<file path="config.mk">
export PLATFORM = sky130hd
export DESIGN_NAME = iosg_exec
export DESIGN_NICKNAME = d
export VERILOG_FILES = /design/src/rtl/iosg_pkg.sv /design/src/rtl/iosg_alu.sv /design/src/rtl/iosg_exec.sv
export SDC_FILE = /design/constraint.sdc
export NUM_CORES = 1
export LEC_CHECK = 0
export BUFFER_PORTS_ARGS = -buffer_cell sky130_fd_sc_hd__buf_2
export CORE_UTILIZATION = 35
export CTS_BUF_LIST = sky130_fd_sc_hd__clkbuf_8
export CTS_CLUSTER_DIAMETER = 50
export CTS_CLUSTER_SIZE = 12
export DETAILED_ROUTE_END_ITERATION = 10
export PLACE_DENSITY_LB_ADDON = 0.2
export SYNTH_ARGS = -nofsm -noshare
export SYNTH_HDL_FRONTEND = slang
export SYNTH_SLANG_ARGS = --single-unit
</file>
<file path="constraint.sdc">
create_clock -name ref_clk -period 4.2 [get_ports ref_clk]
set_input_delay 0.63 -clock ref_clk [delete_from_list [all_inputs] [get_ports ref_clk]]
set_output_delay 0.63 -clock ref_clk [all_outputs]
set_load 0.01 [all_outputs]
</file>
<file path="src/rtl/iosg_pkg.sv">
// Package of opcodes, field layouts and reset values for the execute block
`default_nettype none
package iosg_pkg;
  localparam int IOSG_W = 8;
  localparam int IOSG_FA_W = 7;
  localparam int IOSG_PC_W = 15;
  localparam int IOSG_K11_W = 11;
  localparam int IOSG_LATCH_W = 7;
  localparam int IOSG_LATCH_LO = 3;
  localparam int IOSG_LATCH_HI = 6;
  localparam logic [IOSG_W-1:0] IOSG_W_RST = 8'h00;
  localparam logic [IOSG_PC_W-1:0] IOSG_PC_RST = 15'h0000;
  localparam logic IOSG_Z_RST = 1'b0;
  localparam logic IOSG_C_RST = 1'b0;
  localparam logic IOSG_STALL_RST = 1'b0;
  localparam logic IOSG_FLUSH_RST = 1'b0;
  localparam logic IOSG_DEST_W = 1'b0;
  localparam logic IOSG_DEST_F = 1'b1;
  // Operation select presented by the fetch/decode stage
  typedef enum logic [2:0] {
    IOSG_OP_NONE = 3'h0,
    IOSG_OP_INC = 3'h1,
    IOSG_OP_INCSZ = 3'h2,
    IOSG_OP_IORL = 3'h3,
    IOSG_OP_IORF = 3'h4,
    IOSG_OP_LSL = 3'h5,
    IOSG_OP_BRA = 3'h6
  } iosg_op_t;
endpackage : iosg_pkg
`default_nettype wire

</file>
<file path="src/rtl/iosg_alu.sv">
// Combinational result and flag logic for the execute block
`default_nettype none
module iosg_alu
  import iosg_pkg::*;
(
  // Operation and operands
  input wire iosg_op_t op,
  input wire logic [iosg_pkg::IOSG_W-1:0] w_val,
  input wire logic [iosg_pkg::IOSG_W-1:0] f_val,
  input wire logic [iosg_pkg::IOSG_W-1:0] lit,
  // Results
  output logic [iosg_pkg::IOSG_W-1:0] result,
  output logic z_new,
  output logic z_upd,
  output logic c_new,
  output logic c_upd
);
  wire logic [IOSG_W-1:0] inc_val;
  wire logic [IOSG_W-1:0] shl_val;
  assign inc_val = f_val + 8'h01;
  assign shl_val = {f_val[IOSG_W-2:0], 1'b0};
  always_comb
  begin
    case (op)
      IOSG_OP_INC, IOSG_OP_INCSZ: result = inc_val;
      IOSG_OP_IORL: result = w_val | lit;
      IOSG_OP_IORF: result = w_val | f_val;
      IOSG_OP_LSL: result = shl_val;
      default: result = 8'h00;
    endcase
  end
  // Skip variant leaves flags alone
  assign z_upd = (op == IOSG_OP_INC) || (op == IOSG_OP_IORL) ||
                 (op == IOSG_OP_IORF) || (op == IOSG_OP_LSL);
  assign z_new = (result == 8'h00);
  assign c_upd = (op == IOSG_OP_LSL);
  assign c_new = f_val[IOSG_W-1];
endmodule // iosg_alu
`default_nettype wire

</file>
<file path="src/rtl/iosg_exec.sv">
// Execute stage for increment, OR, left shift and absolute branch
`default_nettype none
module iosg_exec
  import iosg_pkg::*;
(
  // Clock and reset
  input wire logic ref_clk,
  input wire logic rst_n,
  // Instruction issue, one per instruction cycle
  input wire logic instr_valid,
  input wire iosg_pkg::iosg_op_t instr_op,
  input wire logic instr_dest,
  input wire logic [iosg_pkg::IOSG_FA_W-1:0] instr_faddr,
  input wire logic [iosg_pkg::IOSG_W-1:0] instr_lit,
  input wire logic [iosg_pkg::IOSG_K11_W-1:0] instr_k11,
  // File register port
  input wire logic [iosg_pkg::IOSG_W-1:0] file_rdata,
  output logic [iosg_pkg::IOSG_FA_W-1:0] file_addr,
  output logic file_we,
  output logic [iosg_pkg::IOSG_W-1:0] file_wdata,
  // Program counter latch from the core
  input wire logic [iosg_pkg::IOSG_LATCH_W-1:0] pc_upper_latch,
  // Architectural state
  output logic [iosg_pkg::IOSG_W-1:0] w_reg,
  output logic z_flag,
  output logic c_flag,
  output logic [iosg_pkg::IOSG_PC_W-1:0] pc_reg,
  // Pipeline control
  output logic stall,
  output logic flush
);
  ////////////////////////////////////////////////////////////////////////////
  logic [IOSG_W-1:0] w_r;
  logic [IOSG_W-1:0] w_nxt;
  logic z_r;
  logic z_nxt;
  logic c_r;
  logic c_nxt;
  logic [IOSG_PC_W-1:0] pc_r;
  logic [IOSG_PC_W-1:0] pc_nxt;
  logic busy_r;
  logic flush_r;
  logic [IOSG_W-1:0] alu_res;
  logic alu_z;
  logic alu_zu;
  logic alu_c;
  logic alu_cu;

  wire logic go;
  wire logic is_file_op;
  wire logic to_file;
  wire logic to_w;
  wire logic is_branch;
  wire logic skip_hit;
  wire logic [IOSG_PC_W-1:0] branch_pc;
  wire iosg_op_t alu_op;
  wire logic op_inc;
  wire logic op_incsz;
  wire logic op_iorl;
  wire logic op_iorf;
  wire logic op_lsl;
  wire logic op_bra;

  iosg_alu u_alu (
    .op(alu_op),
    .w_val(w_r),
    .f_val(file_rdata),
    .lit(instr_lit),
    .result(alu_res),
    .z_new(alu_z),
    .z_upd(alu_zu),
    .c_new(alu_c),
    .c_upd(alu_cu)
  );

  ////////////////////////////////////////////////////////////////////////////
  // Second cycle of a branch or the flushed slot executes nothing
  assign go = instr_valid && !busy_r && !flush_r;
  assign is_file_op = (instr_op == IOSG_OP_INC) || (instr_op == IOSG_OP_INCSZ) ||
                      (instr_op == IOSG_OP_IORF) || (instr_op == IOSG_OP_LSL);
  assign to_file = go && is_file_op && (instr_dest == IOSG_DEST_F);
  assign to_w = go && ((is_file_op && (instr_dest == IOSG_DEST_W)) ||
                       (instr_op == IOSG_OP_IORL));
  assign is_branch = go && (instr_op == IOSG_OP_BRA);
  assign skip_hit = go && (instr_op == IOSG_OP_INCSZ) && (alu_res == 8'h00);
  // Upper bits come from latch 6:3, the wider of the two printed forms
  assign branch_pc = {pc_upper_latch[IOSG_LATCH_HI:IOSG_LATCH_LO], instr_k11};

  // Opcode decode shared with the checks below
  assign op_inc = (instr_op == IOSG_OP_INC);
  assign op_incsz = (instr_op == IOSG_OP_INCSZ);
  assign op_iorl = (instr_op == IOSG_OP_IORL);
  assign op_iorf = (instr_op == IOSG_OP_IORF);
  assign op_lsl = (instr_op == IOSG_OP_LSL);
  assign op_bra = (instr_op == IOSG_OP_BRA);
  // Idle code for dropped slots, so they cannot touch flags
  assign alu_op = go ? instr_op : IOSG_OP_NONE;

  assign file_addr = instr_faddr;
  assign file_we = to_file;
  assign file_wdata = alu_res;
  assign w_nxt = to_w ? alu_res : w_r;
  assign z_nxt = (go && alu_zu) ? alu_z : z_r;
  assign c_nxt = (go && alu_cu) ? alu_c : c_r;
  assign pc_nxt = is_branch ? branch_pc :
                  ((instr_valid && !busy_r) ? pc_r + 15'h0001 : pc_r);

  assign w_reg = w_r;
  assign z_flag = z_r;
  assign c_flag = c_r;
  assign pc_reg = pc_r;
  assign stall = busy_r;
  assign flush = flush_r;

  ////////////////////////////////////////////////////////////////////////////
  // One process per register keeps each reset value beside its use
  always_ff @(posedge ref_clk or negedge rst_n)
  begin
    if (!rst_n)
    begin
      w_r <= IOSG_W_RST;
    end
    else
    begin
      w_r <= w_nxt;
    end
  end

  always_ff @(posedge ref_clk or negedge rst_n)
  begin
    if (!rst_n)
    begin
      z_r <= IOSG_Z_RST;
    end
    else
    begin
      z_r <= z_nxt;
    end
  end

  always_ff @(posedge ref_clk or negedge rst_n)
  begin
    if (!rst_n)
    begin
      c_r <= IOSG_C_RST;
    end
    else
    begin
      c_r <= c_nxt;
    end
  end

  always_ff @(posedge ref_clk or negedge rst_n)
  begin
    if (!rst_n)
    begin
      pc_r <= IOSG_PC_RST;
    end
    else
    begin
      pc_r <= pc_nxt;
    end
  end

  always_ff @(posedge ref_clk or negedge rst_n)
  begin
    if (!rst_n)
    begin
      busy_r <= IOSG_STALL_RST;
    end
    else
    begin
      busy_r <= is_branch;
    end
  end

  always_ff @(posedge ref_clk or negedge rst_n)
  begin
    if (!rst_n)
    begin
      flush_r <= IOSG_FLUSH_RST;
    end
    else
    begin
      flush_r <= skip_hit;
    end
  end

  ////////////////////////////////////////////////////////////////////////////
  // Destination routing
  dest_file_a: assert property (@(posedge ref_clk) disable iff (!rst_n)
    (go && is_file_op && instr_dest == IOSG_DEST_F) |->
      file_we ##1 $stable(w_r))
    else $error("file destination misrouted");
  dest_w_a: assert property (@(posedge ref_clk) disable iff (!rst_n)
    (go && is_file_op && instr_dest == IOSG_DEST_W) |->
      !file_we ##1 w_r == $past(file_wdata))
    else $error("accumulator destination misrouted");

  // Skip and its dropped slot
  skip_flush_a: assert property (@(posedge ref_clk) disable iff (!rst_n)
    (go && op_incsz && file_rdata == 8'hff) |=>
      flush)
    else $error("skip did not flush");
  skip_pass_a: assert property (@(posedge ref_clk) disable iff (!rst_n)
    (go && op_incsz && file_rdata != 8'hff) |=>
      !flush)
    else $error("skip flushed on nonzero result");
  skip_value_a: assert property (@(posedge ref_clk) disable iff (!rst_n)
    (go && op_incsz) |->
      file_wdata == file_rdata + 8'h01)
    else $error("skip increment wrong");
  flush_slot_a: assert property (@(posedge ref_clk) disable iff (!rst_n)
    flush |->
      !file_we ##1 $stable(w_r) && $stable(z_r) && $stable(c_r))
    else $error("flushed slot executed");
  flush_pc_a: assert property (@(posedge ref_clk) disable iff (!rst_n)
    (flush && instr_valid) |=>
      pc_r == $past(pc_r) + 15'h0001)
    else $error("flushed slot did not step pc");
  skip_flags_a: assert property (@(posedge ref_clk) disable iff (!rst_n)
    (go && op_incsz) |=>
      $stable(z_r) && $stable(c_r))
    else $error("skip changed flags");

  // Branch target and timing
  branch_target_a: assert property (@(posedge ref_clk) disable iff (!rst_n)
    is_branch |=>
      pc_r == $past(branch_pc))
    else $error("branch target not loaded");
  branch_low_a: assert property (@(posedge ref_clk) disable iff (!rst_n)
    is_branch |=>
      pc_r[10:0] == $past(instr_k11))
    else $error("branch low bits wrong");
  branch_upper_a: assert property (@(posedge ref_clk) disable iff (!rst_n)
    is_branch |=>
      pc_r[14:11] == $past(pc_upper_latch[6:3]))
    else $error("branch upper bits wrong");
  branch_two_a: assert property (@(posedge ref_clk) disable iff (!rst_n)
    is_branch |=>
      stall ##1 !stall)
    else $error("branch not two cycles");
  stall_slot_a: assert property (@(posedge ref_clk) disable iff (!rst_n)
    stall |->
      !file_we ##1 $stable(pc_r) && $stable(w_r) && $stable(z_r))
    else $error("stall slot executed");

  // OR operations
  or_lit_a: assert property (@(posedge ref_clk) disable iff (!rst_n)
    (go && op_iorl) |=>
      w_r == ($past(w_r) | $past(instr_lit)) && z_r == (w_r == 8'h00))
    else $error("or literal wrong");
  or_lit_dest_a: assert property (@(posedge ref_clk) disable iff (!rst_n)
    (go && op_iorl) |->
      !file_we)
    else $error("or literal wrote file");
  or_file_a: assert property (@(posedge ref_clk) disable iff (!rst_n)
    (go && op_iorf) |->
      file_wdata == (w_r | file_rdata))
    else $error("or file wrong");
  or_file_zero_a: assert property (@(posedge ref_clk) disable iff (!rst_n)
    (go && op_iorf) |=>
      z_r == ($past(file_wdata) == 8'h00))
    else $error("or file zero flag wrong");

  // Increment and zero hold
  inc_value_a: assert property (@(posedge ref_clk) disable iff (!rst_n)
    (go && op_inc) |->
      file_wdata == file_rdata + 8'h01)
    else $error("increment result wrong");
  inc_zero_a: assert property (@(posedge ref_clk) disable iff (!rst_n)
    (go && op_inc) |=>
      z_r == ($past(file_rdata) == 8'hff))
    else $error("increment zero flag wrong");
  zero_hold_a: assert property (@(posedge ref_clk) disable iff (!rst_n)
    !(go && (op_inc || op_iorl || op_iorf || op_lsl)) |=>
      $stable(z_r))
    else $error("zero flag changed without cause");

  // Left shift and carry hold
  shift_a: assert property (@(posedge ref_clk) disable iff (!rst_n)
    (go && op_lsl) |->
      file_wdata[0] == 1'b0 ##1 c_r == $past(file_rdata[7]))
    else $error("shift carry wrong");
  shift_value_a: assert property (@(posedge ref_clk) disable iff (!rst_n)
    (go && op_lsl) |->
      file_wdata[7:1] == file_rdata[6:0])
    else $error("shift data wrong");
  shift_zero_a: assert property (@(posedge ref_clk) disable iff (!rst_n)
    (go && op_lsl) |=>
      z_r == ($past(file_wdata) == 8'h00))
    else $error("shift zero flag wrong");
  carry_hold_a: assert property (@(posedge ref_clk) disable iff (!rst_n)
    !(go && op_lsl) |=>
      $stable(c_r))
    else $error("carry changed without shift");

  branch_c: cover property (@(posedge ref_clk) disable iff (!rst_n)
    is_branch ##2 go);
  skip_c: cover property (@(posedge ref_clk) disable iff (!rst_n)
    skip_hit);
  shift_c: cover property (@(posedge ref_clk) disable iff (!rst_n)
    go && op_lsl && file_rdata[7]);
  dest_w_c: cover property (@(posedge ref_clk) disable iff (!rst_n)
    go && is_file_op && instr_dest == IOSG_DEST_W);
  flush_drop_c: cover property (@(posedge ref_clk) disable iff (!rst_n)
    flush && instr_valid && op_iorl);
endmodule // iosg_exec
`default_nettype wire

</file>
==> results.tsv, run 1 <==
stage	metric	value	unit
run_status	outcome	finished clean	
clock_tree	total CTS buffers	3	
yosys	synth warn	0	
final_layout	fill count	573	
flow_run	max-cap violations	0	
hold_path	hold crit path type	input pin to asynchronous set/reset pin	
worst_setup_path	CP cell instances	buf_2 -> nor4b_4 -> nand2_2 -> a211o_1 -> a222oi_1 -> inv_1 -> buf_2	
die	I/O pin count	91	
yosys	flops & latches, synth	27	
worst_setup_path	CP dominant cell by count	buf_2	
worst_setup_path	Critical Path RT	3570	ps
clock_tree	post-CTS setup buffer count	0	
final_layout	n_diodes	0	
worst_setup_path	max incr delay on CP	550	ps
final_layout	register area	676	um2
sta	setup TNS	0	ps
placement	HPWL after DPL	3.80	mm
final_layout	fin cells	365	
global_routing	gr ovfl total	0	
worst_setup_path	Buf+Inv Stages, Crit Path	3	
worst_setup_path	delay-heaviest family, CP	simple AND/OR/NAND/NOR gates	
worst_setup_path	CP arrival	2560	ps
yosys	Seq/Total Area, Yosys	34.9	%
placement	placed insts	361	
clock_tree	CTS tree	yes	
final_layout	max FFs per register	15	
final_layout	design area	2350	um2
yosys	Gate Count Post-Synth	235	
routing	DRC Markers	0	
clock_tree	worst-skew pair later-pin latency	270	ps
yosys	syn nets	285	
sta	final worst-path cycle share	75.9	%
die	Die X	76.4	um
clock_tree	CTS H-Tree Depth	1	
clock_tree	Root Buffer	clkbuf_8	
clock_tree	Resized Gates After CTS	0	
sta	Max Freq	314	MHz
yosys	Mapped Area	1940	um2
routing	Routed WL	5.12	mm
die	FP Rows	26	
placement	Placed Area	2300	um2
clock_tree	CTS Hold Bufs	0	
yosys	number of flops mapped to enable cells by yosys	0	
sta	Max-slew headroom	32.7	%
global_routing	first-pass GRT wire length	8.58	mm
worst_setup_path	R2R Path End	flush	
final_layout	Final nets	346	
yosys	post-synth top area share	34.9	%
global_routing	largest net degree at the start of global routing	31	
yosys	Synth Flop Type	dfrtp_1	
routing	number of iterations in the first detailed-routing pass	5	
placement	port bufs	73	
yosys	Syn Area/Cell	8.25	um2
sta	Final Hold Viols	0	
yosys	largest cells by area after synthesis	dfrtp_1 35%, a21oi_1 5.9%, nand2_1 4.6%, o21ai_0 3.9%, nor2_1 3.5%	
routing	vias per cell	5.33	
worst_setup_path	CP max-delay cell	nor4b_4	
sta	fin crit period	3190	ps
routing	number of routed nets with antenna violations	0	
die	Die Y	76.4	um
worst_setup_path	worst-path maximum fanout	11	
sta	Final setup viols	0	
global_routing	Tot GR Track Use	17.9	%
yosys	largest area contributor in the netlist	dfrtp_1	
clock_tree	Clock Pin Slew Worst Setup and Hold Paths	100	ps
final_layout	share of cells above drive strength 1	33.2	%
final_layout	multi-input logic area	1110	um2
sta	clk_skew	8.64	ps
die	core area	5200	um2
die	Initial Util	37.2	%
routing	Vias	1946	
power_and_ir_drop	Max VDD drop	0.000139	V
global_routing	initial antenna violation count	0	
worst_setup_path	CP Class	input pin to primary output	
yosys	fraction of registers with async set/reset	100	%
yosys	post-synthesis cell type count	52	
worst_setup_path	Worst Setup End Kind	primary output	
sta	fin. max-slew vios	0	
sta	RSZ-0062 raised after global routing	no	
die	Die Area	5840	um2
worst_setup_path	Critical Path Source Type	input pin	
worst_setup_path	Reg2Reg Depth	6	
clock_tree	Clock Path Buffers	2	
worst_setup_path	FF-to-FF Start	flush	
clock_tree	count of clock tree sinks	27	
sta	Slew @ Worst Pin	1010	ps
placement	GP Congestion	0.773	
routing	Routed WL per cell	14.0	um
routing	initial DRC count	106	
worst_setup_path	flop-to-flop setup slack	1620	ps
power_and_ir_drop	power per cell area	395	nW/um2
power_and_ir_drop	P_leak	1.20	nW
final_layout	area grow syn2layout	21.2	%
global_routing	vias in the first global route	1755	
sta	Fin Hold WS	371	ps
layout by cell type, fill, tap and decap left out, types with 2 or more instances in the layout:
cell	n
a22o_1	2
inv_1	12
nand3_1	10
clkbuf_8	3
xor2_1	2
a211o_1	4
buf_2	73
o21bai_1	2
nand4_1	2
a222oi_1	4
a211oi_1	3
and2_1	2
mux2_2	4
ha_1	2
and3_2	7
nor3_1	2
nor2_1	18
nand2b_1	3
or4_1	3
a21oi_1	23
a2bb2oi_1	2
nand2_1	24
nor4_1	2
o21ai_0	15
and3_1	4
buf_4	3
o22ai_1	8
xnor2_1	4
nor2b_1	2
a41o_1	2
dfrtp_1	27
logic make-up after synthesis:
logic type,count (synthesis),synth area share (%)
XOR/XNOR,6,2.71
AND/OR/NAND/NOR,88,24.6
multiplexers,4,2.32
adder cells (fa/ha/maj),2,1.29
AO/OA/AOI/OAI,76,26.1
flip-flops,27,34.9
buffers and inverters,32,8.07
synth_stat cells (3+ instances only):
cell type,n
a211o_1,4
a211oi_1,3
a21oi_1,23
a222oi_1,4
and3_1,4
and3_2,7
buf_4,7
clkbuf_1,10
dfrtp_1,27
inv_1,12
mux2_2,4
nand2_1,24
nand2b_1,3
nand3_1,10
nor2_1,18
o21ai_0,15
o22ai_1,8
or4_1,3
xnor2_1,4
per-stage QoR:
stage / power (mW) / util [%] / setup WS, ps
final: 0.928 / 45.1 / 1010
after CTS: 0.935 / 45.1 / 1010
after floorplan: 0.634 / - / 1580
after detailed placement: 0.783 / 44.2 / 1020
after global routing: 0.998 / 45.1 / 768
after global placement: 0.777 / 44.2 / 1000
worst register-to-register path: cells and delay by family, from the launching register on:
| family | cells | cell delay, ps |
|---|---|---|
| and+or+nand+nor | 4 | 1290 |
| DFF | 1 | 470 |
| AOI/OAI and AO/OA | 2 | 740 |
worst max-delay path by stage:
stage | start | to | slack (ps) | depth (start not counted)
final | instr_op[0] | file_wdata[2] | 1010 | 7
after CTS | instr_op[0] | file_wdata[5] | 1010 | 7
after detailed placement | instr_op[0] | file_wdata[5] | 1020 | 7
after global placement | instr_op[0] | file_wdata[2] | 1000 | 7
after global routing | instr_op[0] | file_wdata[5] | 770 | 7
after floorplan | instr_op[0] | file_wdata[2] | 1580 | 6
per-layer routing:
layer  GRT usage [%]  wire length (um)  up-vias
li1                -                 -      986
met1            26.1              2500      898
met2            28.3              2250       60
met3            1.68               336        2
met4            4.62                36        0
met5               0                 0        -
power by group:
| part | internal [mW] | total (mW) | switching [mW] |
|---|---|---|---|
| sequential | 0.334 | 0.419 | 0.0849 |
| combinational | 0.161 | 0.358 | 0.198 |
| clock | 0.0665 | 0.151 | 0.0844 |
| total | 0.561 | 0.928 | 0.367 |
layout make-up:
cell class	count	area share, %
well taps	70	3.73
flip-flops and latches	27	28.8
repair buffers	76	16.5
clock buffers	3	1.76
multi-input cells	176	47.1
clock inverters	1	0.213
inverters	12	1.92
Note: power is estimated with default switching activity, not from simulation.
==> inputs of run 2 (changes only) <==
==> constraint.sdc (replaced) <==
create_clock -name ref_clk -period 2.7 [get_ports ref_clk]
set_input_delay 0.405 -clock ref_clk [delete_from_list [all_inputs] [get_ports ref_clk]]
set_output_delay 0.405 -clock ref_clk [all_outputs]
set_load 0.01 [all_outputs]
==> results.tsv, run 2 (synthesized netlist as in run 1, its figures left out) <==
stage	metric	value	unit	change
run_status	outcome	finished clean		unchanged
worst_setup_path	CP arrival	2170	ps	was 2560 ps
sta	RSZ-0062 raised after global routing	yes		was no
global_routing	M2 GR Usage	27.7	%	was 28.3%
global_routing	initial antenna violation count	0		unchanged
routing	number of routed nets with antenna violations	0		unchanged
worst_setup_path	worst-path maximum fanout	6		was 11
sta	clk_skew	18.0	ps	was 8.64 ps
flow_run	max-cap violations	0		unchanged
sta	final worst-path cycle share	95.4	%	
worst_setup_path	CP max-delay cell	dfrtp_2		was nor4b_4
worst_setup_path	Critical Path Source Type	flip-flop		was input pin
global_routing	met3 usage	2.28	%	was 1.68%
global_routing	largest net degree at the start of global routing	30		was 31
worst_setup_path	CP Class	flip-flop to primary output		was input pin to primary output
placement	HPWL after DPL	3.89	mm	was 3.80 mm
clock_tree	count of clock tree sinks	27		unchanged
global_routing	vias in the first global route	1779		was 1755
clock_tree	Clock Path Buffers	2		unchanged
final_layout	area grow syn2layout	24.5	%	was 21.2%
worst_setup_path	max incr delay on CP	460	ps	was 550 ps
routing	initial DRC count	113		was 106
final_layout	commonest cells after routing, fill and taps aside	73 x buf_2, 26 x dfrtp_1, 24 x nand2_1, 23 x a21oi_1, 18 x nor2_1		was 73 x buf_2, 27 x dfrtp_1, 24 x nand2_1, 23 x a21oi_1, 18 x nor2_1
die	Die Area	5840	um2	unchanged
global_routing	Tot GR Track Use	18.2	%	was 17.9%
sta	Slew @ Worst Pin	718	ps	was 1010 ps
die	Die X	76.4	um	unchanged
die	Die Y	76.4	um	unchanged
clock_tree	Clock Pin Slew Worst Setup and Hold Paths	110	ps	was 100 ps
power_and_ir_drop	P_leak	1.24	nW	was 1.20 nW
clock_tree	CTS Hold Bufs	0		unchanged
placement	GP Congestion	0.814		was 0.773
placement	Placed Area	2350	um2	was 2300 um2
die	core area	5200	um2	unchanged
worst_setup_path	Worst Setup End Kind	primary output		unchanged
power_and_ir_drop	power per cell area	604	nW/um2	was 395 nW/um2
die	Initial Util	37.2	%	unchanged
routing	Routed WL	5.23	mm	was 5.12 mm
clock_tree	CTS H-Tree Depth	1		unchanged
power_and_ir_drop	logic gate share of total power	39.2	%	was 38.6%
hold_path	hold crit path type	input pin to asynchronous set/reset pin		unchanged
global_routing	gr ovfl total	0		unchanged
worst_setup_path	number of cells on the critical path	6		was 7
final_layout	Final nets	354		was 346
power_and_ir_drop	Max VDD drop	0.000233	V	was 0.000139 V
sta	Max-slew headroom	52.1	%	was 32.7%
sta	fin crit period	2580	ps	
worst_setup_path	delay-heaviest family, CP	compound AO/OA/AOI/OAI gates		was simple AND/OR/NAND/NOR gates
routing	Routed WL per cell	14.0	um	about the same
clock_tree	worst-skew pair later-pin latency	280	ps	was 270 ps
die	I/O pin count	91		unchanged
final_layout	most common cell after layout, fill and taps aside	buf_2		unchanged
sta	Final Hold Viols	0		unchanged
final_layout	design area	2410	um2	was 2350 um2
worst_setup_path	Critical Path RT	2300	ps	was 3570 ps
global_routing	met1 Use GR	27.1	%	was 26.1%
sta	fin. max-slew vios	0		unchanged
global_routing	gr busiest metal	met2		unchanged
routing	number of iterations in the first detailed-routing pass	4		was 5
clock_tree	total CTS buffers	3		unchanged
power_and_ir_drop	Clk pwr share	16.4	%	was 16.3%
global_routing	first-pass GRT wire length	8.65	mm	was 8.58 mm
routing	Vias	1983		was 1946
sta	Max Freq	388	MHz	
final_layout	n_diodes	0		unchanged
final_layout	share of cells above drive strength 1	35.0	%	was 33.2%
power_and_ir_drop	switching share of power	39.6	%	was 39.5%
power_and_ir_drop	switching power	0.577	mW	was 0.367 mW
sta	Fin Hold WS	135	ps	was 371 ps
power_and_ir_drop	Internal	0.880	mW	was 0.561 mW
final_layout	max FFs per register	15		unchanged
clock_tree	Root Buffer	clkbuf_8		unchanged
worst_setup_path	Buf+Inv Stages, Crit Path	2		was 3
worst_setup_path	CP cell instances	nor4b_4 -> nand2_4 -> a211o_1 -> a222oi_1 -> inv_1 -> buf_2		was buf_2 -> nor4b_4 -> nand2_2 -> a211o_1 -> a222oi_1 -> inv_1 -> buf_2
power_and_ir_drop	sequential power share	44.4	%	was 45.1%
die	FP Rows	26		unchanged
routing	vias per cell	5.32		was 5.33
sta	Final setup viols	0		unchanged
worst_setup_path	Reg2Reg Depth	6		unchanged
placement	port bufs	73		unchanged
routing	DRC Markers	0		unchanged
clock_tree	CTS tree	yes		unchanged
-- run 2: repair_timing --
| item | in CTS | in global routing |
|---|---|---|
| gates resized for setup | 0 | 2 |
| setup buffers | 0 | 2 |
| setup endpoints to repair | 0 | 6 |
-- run 2: metal layers --
layer / vias to the layer above / part of all wire (%)
met2: 57 / 44
li1: 996 / -
met5: - / 0
met4: 0 / 0.67
met3: 2 / 5.9
met1: 928 / 49
-- run 2: per-stage QoR --
stage | instances | TNS, ps | power [mW] | setup slack [ps] | util (%)
global route | 373 | -12.4 | 1.57 | -6.23 | 46.4
detailed placement | 367 | 0 | 1.22 | 285 | 45.1
global placement | 367 | 0 | 1.22 | 260 | 45.1
CTS | 371 | 0 | 1.46 | 93.2 | 46.0
floorplan | 235 | 0 | 0.986 | 470 | -
finish | 373 | 0 | 1.46 | 124 | 46.4
-- run 2: power by group through the flow --
stage | logic [mW] | registers (mW) | clock network, mW
after floorplan | 0.296 | 0.690 | 0
after global placement | 0.562 | 0.654 | 0
after detailed placement | 0.569 | 0.656 | 0
after CTS | 0.571 | 0.648 | 0.240
after global routing | 0.637 | 0.673 | 0.259
final | 0.571 | 0.647 | 0.239
-- run 2: path summary, 6_finish.rpt --
check / slack, ps / start / end
worst min register to register: 510 / z_flag / z_flag
worst max register to register: 450 / flush / flush
worst min-delay path: 130 / rst_n / stall
min in group ref_clk: 360 / instr_k11[0] / pc_reg[0]
max in group asynchronous: 2100 / rst_n / flush
worst max-delay path: 120 / flush / file_wdata[2]
-- run 2: layout make-up --
cell class	count	area [um2]
multi-input combinational	176	1110
clock inverter	1	3.75
tap	70	87.6
sequential	27	677
clock buffer	3	41.3
timing repair buffer	84	448
inverter	12	45.0
fill	547	2790
-- run 2: worst register-to-register path, delay by kind of cell (launching register included) --
kind | cells | cell delay (ps)
AND/OR/NAND/NOR | 4 | 950
AO/OA/AOI/OAI | 2 | 740
flip-flops | 1 | 460
